## config.mk

```make
export PLATFORM = sky130hd
export DESIGN_NAME = cnd_dispatch
export DESIGN_NICKNAME = d
export VERILOG_FILES = /design/src/cnd_pkg.sv /design/src/cnd_dispatch.sv
export SDC_FILE = /design/constraint.sdc
export NUM_CORES = 1
export LEC_CHECK = 0
export BUFFER_PORTS_ARGS = -buffer_cell sky130_fd_sc_hd__buf_4
export CAP_MARGIN = 20
export CORE_ASPECT_RATIO = 0.7
export CORE_MARGIN = 2
export CORE_UTILIZATION = 60
export DETAILED_ROUTE_END_ITERATION = 10
export GPL_TIMING_DRIVEN = 1
export MAX_ROUTING_LAYER = met4
export PLACE_DENSITY = 0.8
export REMOVE_ABC_BUFFERS = 1
export SYNTH_ARGS = -nofsm -noshare
export SYNTH_HDL_FRONTEND = slang
export SYNTH_SLANG_ARGS = --single-unit
```

## constraint.sdc

```tcl
create_clock -name ref_clk -period 7.8 [get_ports ref_clk]
set_input_delay 0 -clock ref_clk [delete_from_list [all_inputs] [get_ports ref_clk]]
set_output_delay 0 -clock ref_clk [all_outputs]
set_load 0.01 [all_outputs]
```

## src/cnd_pkg.sv

```systemverilog
package cnd_pkg;

  // ***********************
  // identifier layout
  // ***********************
  localparam int ID_W = 11;
  localparam int NODE_W = 7;
  localparam int FC_W = 4;
  localparam int FC_LSB = 7;
  localparam int NUM_PDO = 4;

  // ***********************
  // function codes
  // ***********************
  localparam logic [3:0] FC_NMT = 4'h0;
  localparam logic [3:0] FC_SYNC = 4'h1;
  localparam logic [3:0] FC_EMCY = 4'h1;
  localparam logic [3:0] FC_TPDO1 = 4'h3;
  localparam logic [3:0] FC_RPDO1 = 4'h4;
  localparam logic [3:0] FC_PDO_STEP = 4'h2;
  localparam logic [3:0] FC_SDO_TX = 4'hb;
  localparam logic [3:0] FC_SDO_RX = 4'hc;

  // ***********************
  // fixed identifiers
  // ***********************
  localparam logic [10:0] ID_NMT = 11'h000;
  localparam logic [10:0] ID_SYNC = 11'h080;
  localparam logic [6:0] NODE_BCAST = 7'h00;
  localparam logic [7:0] NODE_BCAST_B = 8'h00;

  // ***********************
  // command specifiers
  // ***********************
  localparam logic [7:0] CS_START = 8'h01;
  localparam logic [7:0] CS_STOP = 8'h02;
  localparam logic [7:0] CS_PREOP = 8'h80;
  localparam logic [7:0] CS_RST_NODE = 8'h81;
  localparam logic [7:0] CS_RST_COMM = 8'h82;

  typedef enum logic [1:0] {
    CND_BOOT = 2'b00,
    CND_STOP = 2'b01,
    CND_OPER = 2'b10,
    CND_PREOP = 2'b11
  } cnd_state_e;

  typedef enum logic [2:0] {
    CND_TX_EMCY = 3'h0,
    CND_TX_PDO1 = 3'h1,
    CND_TX_PDO2 = 3'h2,
    CND_TX_PDO3 = 3'h3,
    CND_TX_PDO4 = 3'h4,
    CND_TX_SDO = 3'h5
  } cnd_tx_e;

  typedef struct packed {
    logic ide;
    logic rtr;
    logic [10:0] id;
    logic [7:0] cs;
    logic [7:0] node;
  } cnd_frame_s;

  typedef struct packed {
    logic nmt;
    logic sync;
    logic [3:0] rpdo;
    logic sdo;
  } cnd_route_s;

endpackage

```

## src/cnd_dispatch.sv

```systemverilog
`timescale 1ns/1ps
// Operation
// - 11-bit id: 7-bit node, 4-bit function
// - own node address 1..127, bits 0-6
// - id 0 is nmt, id 128 is sync
// - emergency sent on 128 plus node
// - first tpdo sent on function 0011
// - first rpdo taken on function 0100
// - second tpdo sent on function 0101
// - second rpdo taken on function 0110
// - third tpdo sent on function 0111
// - third rpdo taken on function 1000
// - fourth tpdo sent on function 1001
// - fourth rpdo taken on function 1010
// - sdo responses sent on function 1011
// - sdo requests taken on function 1100
// - transmit goes out, receive comes in
// - nmt specifier 1 enters operational
// - nmt specifier 2 enters stopped
// - nmt node 0 addresses every slave
// - extended identifiers are dropped
// - new pdo ids apply on entering operational
module cnd_dispatch (
  input wire logic ref_clk,
  input wire logic sys_rst,
  input wire logic [6:0] node_addr,
  input wire logic rx_valid,
  input wire cnd_pkg::cnd_frame_s rx_frame,
  input wire logic tx_req,
  input wire cnd_pkg::cnd_tx_e tx_kind,
  input wire logic cfg_we,
  input wire logic [2:0] cfg_sel,
  input wire logic [10:0] cfg_id,
  output cnd_pkg::cnd_route_s route,
  output cnd_pkg::cnd_state_e state,
  output logic tx_valid,
  output logic [10:0] tx_id,
  output logic node_reset,
  output logic comm_reset,
  output logic ext_drop
);

  // ***********************
  // helpers
  // ***********************
  // slot 0..3 transmit pdo, slot 4..7 receive pdo
  function automatic logic [10:0] dflt_id(
    input logic [2:0] slot,
    input logic [6:0] node
  );
    logic [3:0] fc;
    fc = slot[2] ? cnd_pkg::FC_RPDO1 : cnd_pkg::FC_TPDO1;
    fc = fc + 4'(slot[1:0]) * cnd_pkg::FC_PDO_STEP;
    dflt_id = {fc, node};
  endfunction

  cnd_pkg::cnd_state_e state_q, state_d;
  cnd_pkg::cnd_route_s route_q, route_d;
  logic [7:0][10:0] pend_q, act_q;
  logic tx_valid_q, tx_ok;
  logic [10:0] tx_id_q, tx_id_d;
  logic node_reset_q, comm_reset_q, ext_drop_q;

  // ***********************
  // decode
  // ***********************
  wire logic [3:0] rx_fc = rx_frame.id[10:7];
  wire logic [6:0] rx_nid = rx_frame.id[6:0];
  wire logic std_ok = rx_valid && !rx_frame.ide;
  wire logic node_ok = node_addr != cnd_pkg::NODE_BCAST;
  wire logic in_oper = state_q == cnd_pkg::CND_OPER;
  wire logic in_pre = state_q == cnd_pkg::CND_PREOP;
  wire logic talk = in_oper || in_pre;
  wire logic is_nmt = std_ok && rx_frame.id == cnd_pkg::ID_NMT;
  wire logic nmt_me = rx_frame.node == {1'b0, node_addr};
  wire logic nmt_all = rx_frame.node == cnd_pkg::NODE_BCAST_B;
  // a non-zero foreign node address never reaches the state logic
  wire logic nmt_hit = is_nmt && (nmt_all || (node_ok && nmt_me));
  wire logic sync_hit = std_ok && talk &&
    rx_frame.id == cnd_pkg::ID_SYNC;
  wire logic sdo_hit = std_ok && talk && node_ok &&
    rx_fc == cnd_pkg::FC_SDO_RX && rx_nid == node_addr;

  // receive pdos only while operational, on the active ids
  logic [3:0] rpdo_hit;
  genvar gi;
  generate
    for (gi = 0; gi < cnd_pkg::NUM_PDO; gi++) begin : g_rpdo
      assign rpdo_hit[gi] = std_ok && in_oper && node_ok &&
        rx_frame.id == act_q[gi + 4];
    end
  endgenerate

  always_comb begin
    route_d.nmt = nmt_hit;
    route_d.sync = sync_hit;
    route_d.rpdo = rpdo_hit;
    route_d.sdo = sdo_hit;
  end

  // ***********************
  // node state
  // ***********************
  wire logic go_boot = nmt_hit &&
    (rx_frame.cs == cnd_pkg::CS_RST_NODE ||
     rx_frame.cs == cnd_pkg::CS_RST_COMM);

  always_comb begin
    state_d = state_q;
    if (state_q == cnd_pkg::CND_BOOT) begin
      state_d = cnd_pkg::CND_PREOP;
    end else if (nmt_hit) begin
      unique case (rx_frame.cs)
        cnd_pkg::CS_START: state_d = cnd_pkg::CND_OPER;
        cnd_pkg::CS_STOP: state_d = cnd_pkg::CND_STOP;
        cnd_pkg::CS_PREOP: state_d = cnd_pkg::CND_PREOP;
        cnd_pkg::CS_RST_NODE: state_d = cnd_pkg::CND_BOOT;
        cnd_pkg::CS_RST_COMM: state_d = cnd_pkg::CND_BOOT;
        default: state_d = state_q;
      endcase
    end
  end

  always_ff @(posedge ref_clk or posedge sys_rst) begin
    if (sys_rst) begin
      state_q <= cnd_pkg::CND_BOOT;
      route_q <= '0;
      node_reset_q <= 1'b0;
      comm_reset_q <= 1'b0;
      ext_drop_q <= 1'b0;
    end else begin
      state_q <= state_d;
      route_q <= route_d;
      node_reset_q <= nmt_hit &&
        rx_frame.cs == cnd_pkg::CS_RST_NODE;
      comm_reset_q <= nmt_hit &&
        rx_frame.cs == cnd_pkg::CS_RST_COMM;
      ext_drop_q <= rx_valid && rx_frame.ide;
    end
  end

  // ***********************
  // pdo identifiers
  // ***********************
  // defaults follow the node address, so they are loaded in boot,
  // never by the asynchronous reset itself
  wire logic enter_oper = state_d == cnd_pkg::CND_OPER && !in_oper;
  wire logic cfg_take = cfg_we && !in_oper;

  always_ff @(posedge ref_clk or posedge sys_rst) begin
    if (sys_rst) begin
      pend_q <= '0;
      act_q <= '0;
    end else if (state_q == cnd_pkg::CND_BOOT) begin
      for (int i = 0; i < 8; i++) begin
        pend_q[i] <= dflt_id(3'(i), node_addr);
        act_q[i] <= dflt_id(3'(i), node_addr);
      end
    end else begin
      if (cfg_take) begin
        pend_q[cfg_sel] <= cfg_id;
      end
      if (enter_oper) begin
        act_q <= pend_q;
      end
    end
  end

  // ***********************
  // transmit identifiers
  // ***********************
  always_comb begin
    tx_ok = 1'b0;
    tx_id_d = '0;
    unique case (tx_kind)
      cnd_pkg::CND_TX_EMCY: begin
        tx_ok = talk;
        tx_id_d = {cnd_pkg::FC_EMCY, node_addr};
      end
      cnd_pkg::CND_TX_PDO1, cnd_pkg::CND_TX_PDO2,
      cnd_pkg::CND_TX_PDO3, cnd_pkg::CND_TX_PDO4: begin
        tx_ok = in_oper;
        tx_id_d = act_q[3'(tx_kind - 3'h1)];
      end
      cnd_pkg::CND_TX_SDO: begin
        tx_ok = talk;
        tx_id_d = {cnd_pkg::FC_SDO_TX, node_addr};
      end
      default: begin
        tx_ok = 1'b0;
        tx_id_d = '0;
      end
    endcase
  end

  always_ff @(posedge ref_clk or posedge sys_rst) begin
    if (sys_rst) begin
      tx_valid_q <= 1'b0;
      tx_id_q <= '0;
    end else begin
      tx_valid_q <= tx_req && tx_ok && node_ok;
      if (tx_req && tx_ok && node_ok) begin
        tx_id_q <= tx_id_d;
      end
    end
  end

  assign route = route_q;
  assign state = state_q;
  assign tx_valid = tx_valid_q;
  assign tx_id = tx_id_q;
  assign node_reset = node_reset_q;
  assign comm_reset = comm_reset_q;
  assign ext_drop = ext_drop_q;

  // ***********************
  // checks
  // ***********************
  a_ext_dropped: assert property (
    @(posedge ref_clk) disable iff (sys_rst)
    rx_valid && rx_frame.ide |=> route_q == '0 && ext_drop_q)
    else $error("extended frame was routed");

  a_start_oper: assert property (
    @(posedge ref_clk) disable iff (sys_rst)
    nmt_hit && !(state_q == cnd_pkg::CND_BOOT) &&
    rx_frame.cs == cnd_pkg::CS_START
    |=> state_q == cnd_pkg::CND_OPER && route_q.nmt)
    else $error("start did not reach operational");

  a_stop_state: assert property (
    @(posedge ref_clk) disable iff (sys_rst)
    nmt_hit && state_q != cnd_pkg::CND_BOOT &&
    rx_frame.cs == cnd_pkg::CS_STOP
    |=> state_q == cnd_pkg::CND_STOP)
    else $error("stop did not reach stopped");

  a_bcast_nmt: assert property (
    @(posedge ref_clk) disable iff (sys_rst)
    std_ok && rx_frame.id == 11'h000 && rx_frame.node == 8'h00 &&
    state_q != cnd_pkg::CND_BOOT
    |=> route_q.nmt)
    else $error("broadcast nmt not taken");

  a_foreign_skip: assert property (
    @(posedge ref_clk) disable iff (sys_rst)
    rx_valid && rx_frame.node != 8'h00 &&
    rx_frame.node != {1'b0, node_addr} &&
    state_q != cnd_pkg::CND_BOOT
    |=> $stable(state_q) && !route_q.nmt)
    else $error("foreign nmt acted on");

  a_reset_node: assert property (
    @(posedge ref_clk) disable iff (sys_rst)
    nmt_hit && rx_frame.cs == cnd_pkg::CS_RST_NODE
    |=> node_reset_q && !comm_reset_q ##1
    state_q == cnd_pkg::CND_PREOP && !node_reset_q)
    else $error("node reset sequence wrong");

  a_sync_route: assert property (
    @(posedge ref_clk) disable iff (sys_rst)
    route_q.sync |-> $past(rx_frame.id) == 11'h080 &&
    $past(state_q) inside {cnd_pkg::CND_OPER, cnd_pkg::CND_PREOP})
    else $error("sync routed on wrong id");

  a_emcy_id: assert property (
    @(posedge ref_clk) disable iff (sys_rst)
    tx_valid_q && $past(tx_kind) == cnd_pkg::CND_TX_EMCY
    |-> tx_id_q >= 11'd129 && tx_id_q <= 11'd255 &&
    tx_id_q[6:0] == $past(node_addr))
    else $error("emergency id out of range");

  a_sdo_ids: assert property (
    @(posedge ref_clk) disable iff (sys_rst)
    tx_valid_q && $past(tx_kind) == cnd_pkg::CND_TX_SDO
    |-> tx_id_q >= 11'd1409 && tx_id_q <= 11'd1535)
    else $error("sdo response id out of range");

  a_sdo_rx: assert property (
    @(posedge ref_clk) disable iff (sys_rst)
    route_q.sdo |-> $past(rx_frame.id) >= 11'd1537 &&
    $past(rx_frame.id) <= 11'd1663)
    else $error("sdo request id out of range");

  a_pdo_held: assert property (
    @(posedge ref_clk) disable iff (sys_rst)
    in_oper && state_d == cnd_pkg::CND_OPER |=> $stable(act_q))
    else $error("pdo id changed while operational");

  a_reset_boot: assert property (
    @(posedge ref_clk) disable iff (sys_rst)
    go_boot && state_q != cnd_pkg::CND_BOOT
    |=> state_q == cnd_pkg::CND_BOOT)
    else $error("reset command did not reach boot");

  a_rpdo_oper: assert property (
    @(posedge ref_clk) disable iff (sys_rst)
    route_q.rpdo != 4'h0 |-> $past(state_q) == cnd_pkg::CND_OPER &&
    $past(std_ok))
    else $error("receive pdo routed outside operational");

  a_tx_mute: assert property (
    @(posedge ref_clk) disable iff (sys_rst)
    tx_valid_q |-> $past(node_addr) != cnd_pkg::NODE_BCAST)
    else $error("transmit granted without node address");

endmodule

```

==> impl_results.md <==
* Maximum capacitance violations at 0
* Post-layout minimum cycle time at 3.32 ns
* Endpoints failing hold at 0
* Pin slew with the least headroom to its limit at 1.06 ns
* Wirelength per Cell at 20.2 um
* Count of antenna diodes in the layout at 0
* Setup CP Type: input port to flip-flop
* Port Buffer Count at 80
* Post-route clock period utilization at 42.5%
* Leak at 4.94 nW
* Share of total power in sequential cells at 47.7%
* Aggregate global routing overflow at 0
* Clock Pin Slew Worst Setup and Hold Paths at 0.07 ns
* Placed standard-cell area at 10400 um2
* Cts repair resizes at 0
* Data arrival at the endpoint of the critical path at 3.59 ns
* Top-level I/O count at 82
* Number of placed cells counting well taps at 1227
* Placer Congestion at 0.844
* CP endpoint kind: flip-flop
* Startpoint class of the critical path: input port
* Power per cell area at 223 nW/um2
* Die span in y at 111 um
* Largest family of logic cells by synthesized area: simple AND/OR/NAND/NOR gates
* Share of flip-flops with an asynchronous set or reset after synthesis at 100%
* Wire length of the first global-routing pass at 42.1 mm
* Post-synthesis sequential element count at 200
* Initial antenna violation count at 0
* Count of antenna-violating nets left after detailed routing at 0
* Yosys Warn Count at 0
* Finish-stage setup viols at 0
* Synth-to-Final Area Change at 16.9%
* Worst slew margin at 29.0%
* Initial standard-cell utilization of the core at 60.9%
* Die footprint at 17500 um2
* Combined area of the multi-input logic cells at 4380 um2
* Sequential cell area fraction in the yosys report at 50.7%
* Worst Path Required at 8.07 ns
* Final-layout setup total negative slack at 0 ns
* Clock tree from TritonCTS: built
* 1st-iter DRT viols at 1010
* Worst Skew at 0.00862 ns
* Cell at the root of the clock tree: sky130_fd_sc_hd__clkbuf_16
* Peak fanout along the critical path at 69
* Via total after detailed routing at 8032
* Total core area at 16200 um2
* Net switching fraction of the power at 25.6%
* Internal Dissipation at 1.91 mW
* Worst hold-check path type: input port to flip-flop
* Setup repair after global routing missed its margin: no
* H-tree depth reported by CTS at 4
* Number of distinct library cells after synthesis at 40
* Arithmetic-cell share of the synthesized area counting full adders, half adders and majority gates at 0.634%
* Detailed-route DRC error count at 0
* Total power after layout at 2.57 mW
* Peak clock frequency supported by timing at 302 MHz
* Synthesized-area fraction occupied by ao, oa, aoi and oai cells at 9.46%
* Synth Instances at 1004
* Pin count of the biggest net entering global routing at 127
* Storage element area at 5000 um2
* Final Cell Area at 11500 um2
* End-of-flow core utilization at 71.2%
* Maximum clock insertion buffer count at 2
* Combinational share of power at 13.8%
* P_sw at 659 uW
* Cts bufs inserted at 17
* Count of clock tree sinks at 200
* Synthesized cell area at 9870 um2
* Avg Cell Area, Syn at 9.83 um2
* Post-synth top flop: sky130_fd_sc_hd__dfrtp_1
* Buffers inserted during post-CTS setup optimization at 0
* Fill cell count at 1225
* Count of flip-flops with a built-in enable after synthesis at 0
* Clock latency on the worst-skew pair at 0.44 ns
* Post-synthesis share of cell area spent on xor and xnor gates at 5.15%
* Worst voltage drop across the vdd grid at 0.151 mV
* Router iterations before antenna repair at 5
* Detailed-route vias per instance at 6.12
* Simple-gate area share of the yosys netlist at 16.9%
* Post-layout instance count excluding filler cells at 1313
* Aggregate global-route resource usage at 32.6%
* Via count of the first global-routing pass at 7702
* Final routed wirelength across all metal layers at 26.6 mm
* Outcome: complete, no violations
* Die width at 157 um
* Cts-stage hold buffer count at 47
* Final Slew Violations at 0
* Portion of netlist area occupied by mux cells at 12.1%
* Row Count at 39
* Proportion of layout cells with a drive suffix above 1 at 14.7%
* Final net count at 1138
* Half-perimeter wire length after placement at 16.6 mm
* Clock network power share at 38.5%
logic make-up (layout without fill, tap and decap cells):
logic type,after synthesis,in the layout
and+or+nand+nor,386,386
DFF,200,200
AOI/OAI and AO/OA,169,169
buffers and inverters,94,178
muxes,92,92
xor gates and xnor gates,58,58
adders and majority gates,5,5
critical path, stage by stage:
cell and delay (ns):
sky130_fd_sc_hd__dlygate4sd3_1 0.54, sky130_fd_sc_hd__buf_4 0.17, sky130_fd_sc_hd__or4_1 0.54, sky130_fd_sc_hd__or4_4 0.48
sky130_fd_sc_hd__nor3_4 0.18, sky130_fd_sc_hd__buf_4 0.36, sky130_fd_sc_hd__buf_4 0.82, sky130_fd_sc_hd__mux2i_1 0.28
sky130_fd_sc_hd__a21oi_1 0.10
metrics by stage:
stage	hold WS (ns)	setup WS, ns
floorplan	0.0698	2.14
global placement	0.216	4.70
detailed placement	0.218	4.64
CTS	0.00827	4.48
global route	0.0392	4.35
finish	0.00982	4.48
layout make-up:
type                    instances  area share (%)
well taps                     225            2.44
clock inverters                11            1.67
repair buffers                142            10.3
inverters                       4           0.195
flip-flops and latches        200            43.4
multi-input cells             710            38.0
clock buffers                  21            3.99
final timing paths:
| kind | depth (start not counted) | slack (ns) | endpoint | start |
|---|---|---|---|---|
| min in group asynchronous | 3 | 0.25 | pend_q[1]$_DFFE_PP0P_ | sys_rst |
| setup / recovery | 9 | 4.48 | act_q[25]$_DFFE_PP0P_ | rx_frame[17] |
| hold / removal | 6 | 0.01 | state[1]$_DFF_PP0_ | rx_frame[14] |
| setup reg to reg | 7 | 4.58 | act_q[25]$_DFFE_PP0P_ | state[0]$_DFF_PP0_ |
| hold reg to reg | 2 | 0.47 | act_q[54]$_DFFE_PP0P_ | pend_q[54]$_DFFE_PP0P_ |
| max in group asynchronous | 4 | 5.99 | act_q[86]$_DFFE_PP0P_ | sys_rst |
power groups by stage:
stage | registers, mW | logic (mW) | clock network [mW]
final | 1.23 | 0.355 | 0.989
after global routing | 1.24 | 0.393 | 1.04
after CTS | 1.22 | 0.353 | 0.986
after detailed placement | 1.24 | 0.334 | 0
after global placement | 1.24 | 0.321 | 0
after floorplan | 1.23 | 0.206 | 0
layout by cell type, fill, tap and decap left out, types with 9 or more instances in the layout:
cell / instances
sky130_fd_sc_hd__nand2_1: 222
sky130_fd_sc_hd__dfrtp_1: 200
sky130_fd_sc_hd__buf_4: 93
sky130_fd_sc_hd__a21oi_1: 89
sky130_fd_sc_hd__mux2i_1: 69
sky130_fd_sc_hd__nor2_1: 65
sky130_fd_sc_hd__a31oi_1: 57
sky130_fd_sc_hd__xnor2_1: 50
sky130_fd_sc_hd__dlygate4sd3_1: 47
sky130_fd_sc_hd__nand3_1: 42
sky130_fd_sc_hd__mux4_2: 22
sky130_fd_sc_hd__clkbuf_16: 17
sky130_fd_sc_hd__o21ai_1: 13
sky130_fd_sc_hd__nand4_1: 10
sky130_fd_sc_hd__nor4_1: 9
state kept, by name, indices dropped and copies added (netlist names):
register	flops
state	2
pend_q	88
route	7
comm_reset	1
tx_id	11
node_reset	1
act_q	88
tx_valid	1
ext_drop	1
synthesized netlist by cell type, types with 2 or more instances:
master / number / share of area, %
sky130_fd_sc_hd__nand2_1: 222 / 8.4
sky130_fd_sc_hd__dfrtp_1: 200 / 51
sky130_fd_sc_hd__a21oi_1: 89 / 4.5
sky130_fd_sc_hd__mux2i_1: 69 / 7.0
sky130_fd_sc_hd__nor2_1: 65 / 2.5
sky130_fd_sc_hd__clkbuf_1: 58 / 2.2
sky130_fd_sc_hd__a31oi_1: 57 / 3.6
sky130_fd_sc_hd__xnor2_1: 50 / 4.4
sky130_fd_sc_hd__nand3_1: 42 / 2.1
sky130_fd_sc_hd__mux4_2: 22 / 5.0
sky130_fd_sc_hd__o21ai_1: 13 / 0.66
sky130_fd_sc_hd__nand4_1: 10 / 0.63
sky130_fd_sc_hd__buf_4: 9 / 0.68
sky130_fd_sc_hd__nor4_1: 9 / 0.57
sky130_fd_sc_hd__xor2_1: 8 / 0.71
sky130_fd_sc_hd__nor3_1: 7 / 0.35
sky130_fd_sc_hd__buf_2: 6 / 0.30
sky130_fd_sc_hd__buf_6: 6 / 0.68
sky130_fd_sc_hd__nor3b_1: 6 / 0.46
sky130_fd_sc_hd__or2_2: 6 / 0.38
sky130_fd_sc_hd__buf_8: 5 / 0.76
sky130_fd_sc_hd__ha_1: 5 / 0.63
sky130_fd_sc_hd__o21ai_0: 5 / 0.25
sky130_fd_sc_hd__buf_1: 4 / 0.15
sky130_fd_sc_hd__inv_1: 4 / 0.15
sky130_fd_sc_hd__and2_1: 3 / 0.19
sky130_fd_sc_hd__or3_1: 3 / 0.19
sky130_fd_sc_hd__or4_1: 3 / 0.23
sky130_fd_sc_hd__clkbuf_2: 2 / 0.10
sky130_fd_sc_hd__nand2b_1: 2 / 0.13
sky130_fd_sc_hd__nor2b_1: 2 / 0.13
sky130_fd_sc_hd__nor3_2: 2 / 0.20
sky130_fd_sc_hd__o211ai_1: 2 / 0.15
sky130_fd_sc_hd__o21a_1: 2 / 0.15
layer usage:
layer	up-vias	routed length (um)	share of wire [%]	GRT usage [%]
met3	44	2760	10	7.54
met5	-	0	0	-
li1	3584	-	-	-
met4	0	444	1.7	9.82
met2	446	11900	45	46.2
met1	3958	11500	43	47.4
Power figures use the tool's default switching activity.
